[src/verilog/vipu_pkg.sv]
package vipu_pkg;
  // Number of maskable request ranks, 0 is served first
  localparam int unsigned NUM_RANKS = 24;
  // Register byte offsets on the APB slave
  localparam logic [7:0] OFS_REQ_FLAGS = 8'h00;
  localparam logic [7:0] OFS_MASK_FLAGS = 8'h04;
  localparam logic [7:0] OFS_PRIO_FLAGS = 8'h08;
  localparam logic [7:0] OFS_LV_MODE = 8'h0C;
  localparam logic [7:0] OFS_STATUS = 8'h10;
  localparam logic [7:0] OFS_VECTOR = 8'h14;
  // Reset values: requests clear, all masked, all in the low group
  localparam logic [23:0] RST_REQ_FLAGS = 24'h00_0000;
  localparam logic [23:0] RST_MASK_FLAGS = 24'hFF_FFFF;
  localparam logic [23:0] RST_PRIO_FLAGS = 24'hFF_FFFF;
  localparam logic [7:0] RST_LV_MODE = 8'h00;
  // Field positions
  localparam int unsigned LV_ACTION_BIT = 1;
  localparam int unsigned ST_ISR_HIGH = 0;
  localparam int unsigned ST_ISR_LOW = 1;
  localparam int unsigned ST_BREAK_PEND = 2;
  localparam int unsigned ST_INT_REQ = 3;
  localparam int unsigned ST_CAUSE_LSB = 8;
  // Reset cause bit positions inside the cause field
  localparam int unsigned CAUSE_PIN = 0;
  localparam int unsigned CAUSE_POWER_ON = 1;
  localparam int unsigned CAUSE_LV = 2;
  localparam int unsigned CAUSE_WATCHDOG = 3;
  // Fixed ranks of the shared and special requests
  localparam logic [4:0] RANK_LV = 5'h00;
  localparam logic [4:0] RANK_SERIAL = 5'h0A;
  localparam logic [4:0] RANK_PIN_LAST = 5'h16;
  localparam logic [4:0] RANK_LAST = 5'h17;
  // Vector table addresses
  localparam logic [15:0] VEC_RESET = 16'h0000;
  localparam logic [15:0] VEC_BASE = 16'h0004;
  localparam logic [15:0] VEC_LAST = 16'h0034;
  localparam logic [15:0] VEC_BREAK = 16'h003E;
endpackage

[src/verilog/vipu_top.sv]
`timescale 1ns/1ns
// What this block does
// Per-source priority flag selects high or low group
// High request may interrupt a low service
// Same group ties go to lowest rank
// Any unmasked request raises standby release
// Break vectors 003EH, ignores enable and priority
// Eight external and sixteen internal maskable sources
// Vectors from 0004H, two bytes per rank through rank 22, rank 23 at 0034H
// Clocked serial and async transmit share rank 10
// Two-wire and multiply/divide share rank 23
// Four reset causes start at vector 0000H
// Low-voltage mode bit 1 picks interrupt or reset
// Pin edges at ranks 1-6 and 22
// Twenty-five sources including the break
// Acknowledge clears the source's request flag
// Masked request kept but never presented
module vipu_top (
  input wire logic pclk,
  input wire logic presetn,
  input wire logic psel,
  input wire logic penable,
  input wire logic pwrite,
  input wire logic [7:0] paddr,
  input wire logic [31:0] pwdata,
  output logic [31:0] prdata,
  output logic pready,
  output logic pslverr,
  input wire logic low_voltage_detect,
  input wire logic [6:0] pin_edge_irq,
  input wire logic [13:0] periph_irq,
  input wire logic clocked_serial_done_irq,
  input wire logic async_serial_tx_done_irq,
  input wire logic two_wire_done_irq,
  input wire logic muldiv_done_irq,
  input wire logic break_instruction,
  input wire logic reset_pin_cause,
  input wire logic power_on_clear,
  input wire logic watchdog_overflow_cause,
  input wire logic cpu_int_enable,
  input wire logic int_ack,
  input wire logic int_return,
  output logic int_req,
  output logic int_is_break,
  output logic [15:0] int_vector,
  output logic standby_release,
  output logic reset_req
);

  // Lowest set index of a request vector
  function automatic logic [4:0] first_set(input logic [23:0] v);
    logic [4:0] idx;
    idx = 5'h00;
    for (int i = 23; i >= 0; i--)
    begin
      if (v[i])
      begin
        idx = i[4:0];
      end
    end
    return idx;
  endfunction

  // Vector address of a maskable rank
  function automatic logic [15:0] vec_of(input logic [4:0] rank);
    logic [15:0] v;
    v = vipu_pkg::VEC_BASE + {10'h000, rank, 1'b0};
    if (rank == vipu_pkg::RANK_LAST)
    begin
      v = vipu_pkg::VEC_LAST;
    end
    return v;
  endfunction

  // Software visible state
  logic [23:0] req_flags_reg; // Pending request flags
  logic [23:0] mask_flags_reg; // 1 keeps a request away from the CPU
  logic [23:0] priority_group_flags_reg; // 1 puts the source in the low group
  logic [7:0] low_voltage_mode_reg; // Holds the detection action select
  logic [3:0] reset_cause_reg; // Sticky reset causes, write one to clear
  // Service state
  logic break_pend_reg; // Break waiting for its acknowledge
  logic isr_high_reg;
  logic isr_low_reg;
  logic int_req_reg;
  logic int_is_break_reg;
  logic int_low_reg; // Group of the presented source
  logic [4:0] int_src_reg; // Rank of the presented source
  logic [15:0] int_vector_reg;
  logic standby_release_reg;
  logic reset_req_reg;
  // APB answer flops
  logic [31:0] prdata_reg;
  logic pready_reg;
  logic pslverr_reg;

  // Bus phase decode: one wait state, so every output comes from a flop
  wire apb_first = psel && penable && !pready_reg;
  wire apb_done = psel && penable && pready_reg;
  wire wr_en = apb_done && pwrite;
  wire hit_req = (paddr == vipu_pkg::OFS_REQ_FLAGS);
  wire hit_mask = (paddr == vipu_pkg::OFS_MASK_FLAGS);
  wire hit_prio = (paddr == vipu_pkg::OFS_PRIO_FLAGS);
  wire hit_lv = (paddr == vipu_pkg::OFS_LV_MODE);
  wire hit_stat = (paddr == vipu_pkg::OFS_STATUS);
  wire hit_vec = (paddr == vipu_pkg::OFS_VECTOR);
  wire hit_any = hit_req || hit_mask || hit_prio || hit_lv || hit_stat || hit_vec;

  // Low-voltage detection goes one way or the other, never both
  wire lv_as_reset = low_voltage_mode_reg[vipu_pkg::LV_ACTION_BIT];
  wire low_voltage_irq = low_voltage_detect && !lv_as_reset;

  // Source to rank map: 8 external (7 pins + key), 16 internal
  wire [23:0] raise;
  assign raise[0] = low_voltage_irq;
  assign raise[6:1] = pin_edge_irq[5:0];
  assign raise[9:7] = periph_irq[2:0];
  assign raise[10] = clocked_serial_done_irq || async_serial_tx_done_irq;
  assign raise[21:11] = periph_irq[13:3];
  assign raise[22] = pin_edge_irq[6];
  assign raise[23] = two_wire_done_irq || muldiv_done_irq;

  // Acknowledge and return decode
  wire ack_take = int_ack && int_req_reg;
  wire ack_break = ack_take && int_is_break_reg;
  wire ack_mask = ack_take && !int_is_break_reg;
  wire [23:0] ack_clr = ack_mask ? (24'h00_0001 << int_src_reg) : 24'h00_0000;

  // Next flag state: software write, then acknowledge clear, new event wins
  wire [23:0] flags_base = (wr_en && hit_req) ? pwdata[23:0] : req_flags_reg;
  wire [23:0] flags_next = (flags_base & ~ack_clr) | raise;
  wire [23:0] mask_next = (wr_en && hit_mask) ? pwdata[23:0] : mask_flags_reg;
  wire [23:0] prio_next = (wr_en && hit_prio) ? pwdata[23:0] : priority_group_flags_reg;
  wire break_next = (break_pend_reg && !ack_break) || break_instruction;

  // Returns unwind the newest level first; an acknowledge opens a level, except a break acknowledge
  wire ret_high = int_return && isr_high_reg;
  wire ret_low = int_return && !isr_high_reg;
  wire isr_high_next = (isr_high_reg && !ret_high) || (ack_mask && !int_low_reg);
  wire isr_low_next = (isr_low_reg && !ret_low) || (ack_mask && int_low_reg);

  // Candidates from next state, so presentation is never a cycle stale
  wire [23:0] cand = flags_next & ~mask_next;
  wire [23:0] cand_high = cand & ~prio_next;
  wire [23:0] cand_low = cand & prio_next;
  wire pick_high = cpu_int_enable && (|cand_high) && !isr_high_next;
  wire pick_low = cpu_int_enable && (|cand_low) && !isr_high_next && !isr_low_next;
  wire [4:0] rank_high = first_set(cand_high);
  wire [4:0] rank_low = first_set(cand_low);
  wire [4:0] rank_sel = pick_high ? rank_high : rank_low;

  // Reset causes, all of which restart at the reset vector
  wire [3:0] cause_now = {watchdog_overflow_cause, low_voltage_detect && lv_as_reset,
                          power_on_clear, reset_pin_cause};
  wire [3:0] cause_clr = (wr_en && hit_stat) ? pwdata[11:8] : 4'h0;

  // Read mux
  wire [31:0] status_word = {20'h0_0000, reset_cause_reg, 4'h0, int_req_reg,
                             break_pend_reg, isr_low_reg, isr_high_reg};
  wire [31:0] rd_mux =
    hit_req ? {8'h00, req_flags_reg} :
    hit_mask ? {8'h00, mask_flags_reg} :
    hit_prio ? {8'h00, priority_group_flags_reg} :
    hit_lv ? {24'h00_0000, low_voltage_mode_reg} :
    hit_stat ? status_word :
    hit_vec ? {16'h0000, int_vector_reg} : 32'h0000_0000;

  // APB answer: data and error are loaded in the first access cycle
  always_ff @(posedge pclk or negedge presetn)
  begin
    if (!presetn)
    begin
      pready_reg <= 1'b0;
      prdata_reg <= 32'h0000_0000;
      pslverr_reg <= 1'b0;
    end
    else
    begin
      pready_reg <= apb_first;
      prdata_reg <= apb_first ? rd_mux : 32'h0000_0000;
      pslverr_reg <= apb_first && !hit_any;
    end
  end

  // Configuration registers
  always_ff @(posedge pclk or negedge presetn)
  begin
    if (!presetn)
    begin
      mask_flags_reg <= vipu_pkg::RST_MASK_FLAGS;
      priority_group_flags_reg <= vipu_pkg::RST_PRIO_FLAGS;
      low_voltage_mode_reg <= vipu_pkg::RST_LV_MODE;
    end
    else
    begin
      mask_flags_reg <= mask_next;
      priority_group_flags_reg <= prio_next;
      if (wr_en && hit_lv)
      begin
        low_voltage_mode_reg <= pwdata[7:0];
      end
    end
  end

  // Request flags, break latch and in-service levels
  always_ff @(posedge pclk or negedge presetn)
  begin
    if (!presetn)
    begin
      req_flags_reg <= vipu_pkg::RST_REQ_FLAGS;
      break_pend_reg <= 1'b0;
      isr_high_reg <= 1'b0;
      isr_low_reg <= 1'b0;
    end
    else
    begin
      req_flags_reg <= flags_next;
      break_pend_reg <= break_next;
      isr_high_reg <= isr_high_next;
      isr_low_reg <= isr_low_next;
    end
  end

  // Presentation to the CPU; a break outranks all and ignores enable
  always_ff @(posedge pclk or negedge presetn)
  begin
    if (!presetn)
    begin
      int_req_reg <= 1'b0;
      int_is_break_reg <= 1'b0;
      int_low_reg <= 1'b0;
      int_src_reg <= 5'h00;
      int_vector_reg <= vipu_pkg::VEC_RESET;
    end
    else if (break_next)
    begin
      int_req_reg <= 1'b1;
      int_is_break_reg <= 1'b1;
      int_low_reg <= 1'b0;
      int_src_reg <= 5'h00;
      int_vector_reg <= vipu_pkg::VEC_BREAK;
    end
    else
    begin
      int_req_reg <= pick_high || pick_low;
      int_is_break_reg <= 1'b0;
      int_low_reg <= !pick_high;
      int_src_reg <= rank_sel;
      // Idle vector reads as the reset vector
      int_vector_reg <= (pick_high || pick_low) ? vec_of(rank_sel) : vipu_pkg::VEC_RESET;
    end
  end

  // Wake and reset signalling; wake ignores the global enable on purpose
  always_ff @(posedge pclk or negedge presetn)
  begin
    if (!presetn)
    begin
      standby_release_reg <= 1'b0;
      reset_req_reg <= 1'b0;
      reset_cause_reg <= 4'h0;
    end
    else
    begin
      standby_release_reg <= |cand;
      reset_req_reg <= |cause_now;
      reset_cause_reg <= (reset_cause_reg & ~cause_clr) | cause_now;
    end
  end

  assign prdata = prdata_reg;
  assign pready = pready_reg;
  assign pslverr = pslverr_reg;
  assign int_req = int_req_reg;
  assign int_is_break = int_is_break_reg;
  assign int_vector = int_vector_reg;
  assign standby_release = standby_release_reg;
  assign reset_req = reset_req_reg;

  // Helper: lower ranks of the presented one, same group, still eligible
  wire [23:0] lower_mask = (24'h00_0001 << int_src_reg) - 24'h00_0001;
  wire [23:0] same_grp = int_low_reg ? priority_group_flags_reg : ~priority_group_flags_reg;
  wire [23:0] live = req_flags_reg & ~mask_flags_reg;
endmodule

[config.mk]
export PLATFORM = sky130hd
export DESIGN_NAME = vipu_top
export DESIGN_NICKNAME = d
export VERILOG_FILES = /design/src/verilog/vipu_pkg.sv /design/src/verilog/vipu_top.sv
export SDC_FILE = /design/constraint.sdc
export NUM_CORES = 1
export LEC_CHECK = 0
export BUFFER_PORTS_ARGS = -buffer_cell sky130_fd_sc_hd__buf_2
export CORE_MARGIN = 2
export CORE_UTILIZATION = 57
export DETAILED_ROUTE_END_ITERATION = 8
export GPL_TIMING_DRIVEN = 0
export PLACE_DENSITY = 0.81
export SLEW_MARGIN = 20
export SYNTH_ARGS = -nofsm -noshare
export SYNTH_HDL_FRONTEND = slang
export SYNTH_SLANG_ARGS = --single-unit
[constraint.sdc]
create_clock -name pclk -period 5.2 [get_ports pclk]
set_input_delay 1.04 -clock pclk [delete_from_list [all_inputs] [get_ports pclk]]
set_output_delay 1.04 -clock pclk [all_outputs]
set_load 0.02 [all_outputs]
==> metrics.csv, run 1 <==
stage;metric;value;unit
power;Comb pwr share;0.087;
power;PwrDens;270;nW/um2
placed_design;RePlAce Congestion;1.01;
clock_network;setup bufs post-CTS;0;
setup_path;Max FO, Critical Path;10;
detailed_routing;post-route ant nets;0;
sta;max-slew violations;0;
synthesis;most frequent cell after synthesis;dfrtp_1;
sta;unrepaired setup endpoints after global routing;false;
placed_design;Area after DPL;8500;um2
clock_network;H-Tree Depth;4;
floorplanning;# rows;42;
placed_design;pre-CTS setup slack;-0.129;ns
power;Worst VDD drop;225;uV
power;Switching Share;0.249;
synthesis;Distinct cells, synth;93;
synthesis;synthesized cell area;7660;um2
sta;post-route clock period utilization;0.970;
floorplanning;die height;120;um
layout;fill cell count;1030;
placed_design;number of port buffers;104;
synthesis;Most used DFF post-synth;dfrtp_1;
setup_path;Critical Path End Type;flip-flop;
layout;share of layout cells above drive strength 1;0.326;
global_routing;vias in the first global route;7171;
sta;Worst-Margin Slew;1.02;ns
sta;hold slack;0.477;ns
synthesis;EDFF count, synth;0;
detailed_routing;via count;7462;
outcome;status;finished, final reports clean;
clock_network;Worst-path clk slew;0.05;ns
detailed_routing;DRC Markers;0;
synthesis;cells after synthesis;758;
clock_network;CTS tree;yes;
global_routing;met3 Track Usage GR;0.118;
power;Clk network pwr share;0.496;
clock_network;clock buffer depth;2;
global_routing;grt ovf;0;
sta;max frequency;198;MHz
global_routing;largest net degree at the start of global routing;80;
global_routing;antenna violations before repair;0;
clock_network;worst skew pair latency;0.44;ns
power;Seq pwr share;0.417;
detailed_routing;Iteration-0 DRC Markers;1177;
clock_network;clk root buf;clkbuf_16;
sta;Final Hold Vio Count;0;
global_routing;met2 usage in global routing;0.533;
floorplanning;Core Footprint;13200;um2
floorplanning;DIE AREA;14400;um2
floorplanning;die width;120;um
setup_path;Data required, critical path;5.53;ns
global_routing;global route hottest layer;met2;
setup_path;CP Cell Sequence;buf_2 -> nor4_2 -> buf_2 -> nand4_1 -> a31oi_1 -> nand2_1 -> a311oi_1 -> a2111oi_0 -> o31ai_1 -> a32oi_1 -> or4b_1 -> a31o_1;
synthesis;Synth area leader;dfrtp_1;
job;Max-Cap Viols;0;
synthesis;Syn Area/Cell;10.1;um2
layout;Final Net Count;979;
sta;Tmin final;5.04;ns
hold_path;Min-Delay Path Class;reg2reg;
synthesis;synth cell count leaders;dfrtp_1, inv_1, dfstp_2;
setup_path;CP most frequent cell;buf_2;
global_routing;global routing usage on met1;0.507;
sta;setup TNS;0;ns
power;Leak;0.00416;uW
layout;final core utilization;0.690;
synthesis;Yosys top cell area share;0.261;
detailed_routing;Routed WL;26500;um
clock_network;clock sink count;128;
synthesis;Syn. warnings;0;
setup_path;WP data arrival;5.37;ns
sta;Setup violations, final;0;
setup_path;Crit-path slowest cell;nor4_2;
synthesis;Synth area leaders;dfrtp_1, dfstp_2, mux2_2;
setup_path;WS Path Type;in2reg;
floorplanning;io pins;132;
floorplanning;initial core utilization;0.581;
sta;Setup WS post-layout;0.158;ns
power;Switch Pwr;612;uW
placed_design;Post-DP HPWL;19400;um
setup_path;Crit path largest cell delay;0.90;ns
synthesis;register area share after synthesis;0.426;
layout;post-route cell area;9100;um2
synthesis;Seq cells post-synth;128;
global_routing;GR Util All Layers;0.376;
setup_path;kind of start point of the critical path;primary input;
power;internal power;1840;uW
detailed_routing;mean routed wirelength per cell;24.4;um
detailed_routing;first-pass iteration count of the detailed router;6;
synthesis;asr flop ratio synth;1.00;
clock_network;Inserted Clock Buffers;17;
layout;Area growth syn-to-layout;18.7;%
global_routing;first-pass GRT wire length;40300;um
layout;antenna cells;0;
sta;Setup Skew;0.0101;ns
sta;Max-slew headroom;0.312;
detailed_routing;Vias per Instance;6.85;
==> cells by family (layout without fill, tap and decap cells) <==
kind of cell / count (synthesis) / after routing / share of synthesized area
buf+inv: 123 / 260 / 0.0756
compound gates: 196 / 196 / 0.222
other cells: 1 / 19 / 0.000489
fa+ha+maj: 1 / 1 / 0.00163
xor+xnor: 1 / 1 / 0.00114
simple gates: 254 / 254 / 0.198
flops: 128 / 128 / 0.426
mux: 54 / 54 / 0.0761
==> placed cells by master, fill, tap and decap left out, types with 24 or more instances in the layout <==
cell,instances
nand2_1,43
inv_1,58
dfstp_2,48
nor2_1,43
buf_2,116
dfrtp_1,80
nor4_1,24
nand4_1,29
nand3_1,26
mux2_2,29
==> metrics by stage <==
| stage | power [uW] | std cells |
|---|---|---|
| 6_report | 2460 | 1089 |
| 3_5_place_dp | 1250 | 1057 |
| 2_1_floorplan | 1140 | 776 |
| 5_1_grt | 2520 | 1089 |
| 4_1_cts | 2450 | 1089 |
| 3_3_place_gp | 1240 | 1056 |
==> routing by layer <==
| layer | wire [um] | share of wire |
|---|---|---|
| met3 | 3370 | 0.13 |
| met5 | 0 | 0 |
| met2 | 11400 | 0.43 |
| met1 | 10300 | 0.39 |
| met4 | 1430 | 0.054 |
==> worst max-delay path, delay by kind of cell <==
| family | cells | cell delay, ns |
|---|---|---|
| buffers and inverters | 2 | 0.58 |
| and+or+nand+nor | 4 | 1.78 |
| AOI/OAI and AO/OA | 6 | 1.95 |
==> power groups by stage <==
stage	Sequential (uW)	Clock, uW	Combinational (uW)
final	1020	1220	213
after global routing	1020	1270	227
after global placement	1040	0	202
after floorplan	1040	0	96.9
after CTS	1020	1220	208
after detailed placement	1040	0	207
==> worst paths after layout <==
path                             startpoint                           to  slack, ns  depth (start not counted)
max in group asynchronous           presetn  priority_group_flags_reg[3]       3.90                          2
worst min-delay path            int_low_reg                 isr_high_reg       0.48                          1
min in group asynchronous           presetn                   prdata[14]       0.54                          1
worst max register to register       pready                int_vector[3]       0.76                         12
worst min register to register  int_low_reg                 isr_high_reg       0.48                          1
worst max-delay path               paddr[1]                int_vector[3]       0.16                         12
==> area by class of cell <==
class                      instances  area [um2]  area share
multi-input combinational        525        3890       0.427
sequential                       128        3260       0.359
clock inverter                    10         138      0.0151
clock buffer                      22         454      0.0499
buffer                            60         344      0.0378
inverter                          63         236      0.0260
timing repair buffer             105         554      0.0609
tap                              176         220      0.0242
==> timing repair <==
item,CTS,global route
gates resized for setup,0,2
endpoints found under the hold margin,0,0
setup endpoints to repair,0,1
hold buffers,0,0
Note: power is estimated with default switching activity, not from simulation.
==> inputs of run 2 (changes only) <==
--- a/config.mk
+++ b/config.mk
@@ -6,9 +6,9 @@
 export NUM_CORES = 1
 export LEC_CHECK = 0
 export BUFFER_PORTS_ARGS = -buffer_cell sky130_fd_sc_hd__buf_2
-export CORE_MARGIN = 2
 export CORE_UTILIZATION = 57
 export DETAILED_ROUTE_END_ITERATION = 8
+export GPL_ROUTABILITY_DRIVEN = 0
 export GPL_TIMING_DRIVEN = 0
 export PLACE_DENSITY = 0.81
 export SLEW_MARGIN = 20
==> metrics.csv, run 2 (synthesized netlist as in run 1, its figures left out) <==
stage;metric;value;unit
hold_path;hold wc startpoint;reset_cause_reg[3];
sta;Final Hold Vio Count;0;
setup_path;CP most frequent cell;buf_2;
sta;setup TNS;0;ns
detailed_routing;Iteration-0 DRC Markers;1456;
outcome;failing checks;design-rule violations;
placed_design;Post-DP HPWL;19100;um
setup_path;kind of start point of the critical path;primary input;
floorplanning;io pins;132;
layout;Multi-input gate area;3890;um2
layout;most common cell after layout, fill and taps aside;buf_2;
clock_network;Post-CTS Resized;0;
power;PwrDens;263;nW/um2
global_routing;vias in the first global route;7507;
placed_design;Area after DPL;8500;um2
layout;fill cell count;942;
detailed_routing;Routed WL;26700;um
setup_path;Crit path depth;12;
clock_network;clock sink count;128;
setup_path;Max FO, Critical Path;10;
floorplanning;DIE AREA;13900;um2
global_routing;first-pass GRT wire length;41300;um
sta;unrepaired setup endpoints after global routing;false;
setup_path;WP data arrival;5.36;ns
clock_network;Worst-path clk slew;0.06;ns
layout;Area growth syn-to-layout;18.3;%
layout;post-route cell area;9060;um2
global_routing;GR Util All Layers;0.394;
floorplanning;initial core utilization;0.595;
clock_network;H-Tree Depth;4;
clock_network;cts hold-fix bufs;0;
setup_path;Critical Path End Type;flip-flop;
hold_path;Min-Delay Path Class;reg2reg;
floorplanning;Core Footprint;12900;um2
global_routing;grt ovf;0;
setup_path;CP Cell Sequence;buf_2 -> nor4_2 -> buf_2 -> nand4_1 -> a31oi_1 -> nand2_1 -> a311oi_1 -> a2111oi_0 -> o31ai_1 -> a32oi_1 -> or4b_1 -> a31o_1;
setup_path;Crit-path slowest cell;nor4_2;
detailed_routing;via count;7675;
power;Worst VDD drop;217;uV
layout;most frequent cells in the layout;buf_2, dfrtp_1, inv_1, dfstp_2;
layout;share of layout cells above drive strength 1;0.326;
detailed_routing;post-route ant nets;0;
sta;Max-slew headroom;0.294;
sta;Setup violations, final;0;
placed_design;number of port buffers;104;
placed_design;pre-CTS setup slack;0.0285;ns
outcome;status;finished, violations left;
setup_path;Largest delay share family, worst path;compound AO/OA/AOI/OAI gates;
clock_network;setup bufs post-CTS;0;
layout;antenna cells;0;
clock_network;CTS tree;yes;
sta;Tmin final;5.03;ns
power;Leak;0.00414;uW
clock_network;clock buffer depth;2;
sta;post-route clock period utilization;0.968;
detailed_routing;first-pass iteration count of the detailed router;9;
floorplanning;die height;118;um
hold_path;WHS Path Cells;1;
setup_path;Crit path largest cell delay;0.92;ns
setup_path;Bufs and invs on worst path;2;
sta;max frequency;199;MHz
clock_network;Inserted Clock Buffers;17;
floorplanning;die width;118;um
sta;Setup WS post-layout;0.165;ns
setup_path;Data required, critical path;5.53;ns
global_routing;largest net degree at the start of global routing;70;
setup_path;worst r2r path cells;14;
setup_path;reg2reg start;pready;
layout;Sequential cell area;3260;um2
detailed_routing;DRC Markers;22;
sta;Setup Skew;0.00640;ns
setup_path;CP Launch Point;paddr[1];
floorplanning;# rows;41;
global_routing;antenna violations before repair;0;
setup_path;WS Path Type;in2reg;
sta;Worst-Margin Slew;1.05;ns
detailed_routing;Vias per Instance;7.07;
sta;max-slew violations;0;
detailed_routing;mean routed wirelength per cell;24.6;um
job;Max-Cap Viols;0;
clock_network;clk root buf;clkbuf_16;
clock_network;worst skew pair latency;0.44;ns
layout;Final Net Count;979;
## run 2: routing by layer
layer,wire [um],global-route usage,share of wire,up-vias
met4,1780,0.260,0.067,0
met2,11400,0.571,0.43,739
met1,9470,0.491,0.35,3589
met5,0,0,0,-
met3,4030,0.147,0.15,188
li1,-,-,-,3159
## run 2: final timing paths
| path | to | slack (ns) |
|---|---|---|
| worst min register to register | reset_cause_reg[3] | 0.49 |
| max in group asynchronous | priority_group_flags_reg[13] | 3.85 |
| worst max register to register | int_vector[4] | 0.73 |
| worst max-delay path | int_vector[3] | 0.17 |
| min in group asynchronous | prdata[23] | 0.57 |
| worst min-delay path | reset_cause_reg[3] | 0.49 |
## run 2: area by class of cell
type | count | area share
clock inverter | 9 | 0.00939
tap | 172 | 0.0237
timing repair buffer | 105 | 0.0612
sequential | 128 | 0.360
inverter | 63 | 0.0261
multi-input combinational | 525 | 0.429
clock buffer | 23 | 0.0527
buffer | 60 | 0.0378
## run 2: per-stage QoR
| step | util | cells | hold WS [ns] | power (uW) |
|---|---|---|---|---|
| 6_report | 0.704 | 1085 | 0.488 | 2380 |
| 5_1_grt | 0.704 | 1085 | 0.502 | 2440 |
| 4_1_cts | 0.704 | 1085 | 0.481 | 2370 |
| 3_5_place_dp | 0.660 | 1053 | 0.475 | 1250 |
| 3_3_place_gp | 0.657 | 1052 | 0.462 | 1240 |
| 2_1_floorplan | - | 776 | 0.448 | 1140 |
## run 2: power by group
group	switching (uW)	internal (uW)
Sequential	12.1	1010
Combinational	147	67.9
Clock	448	692
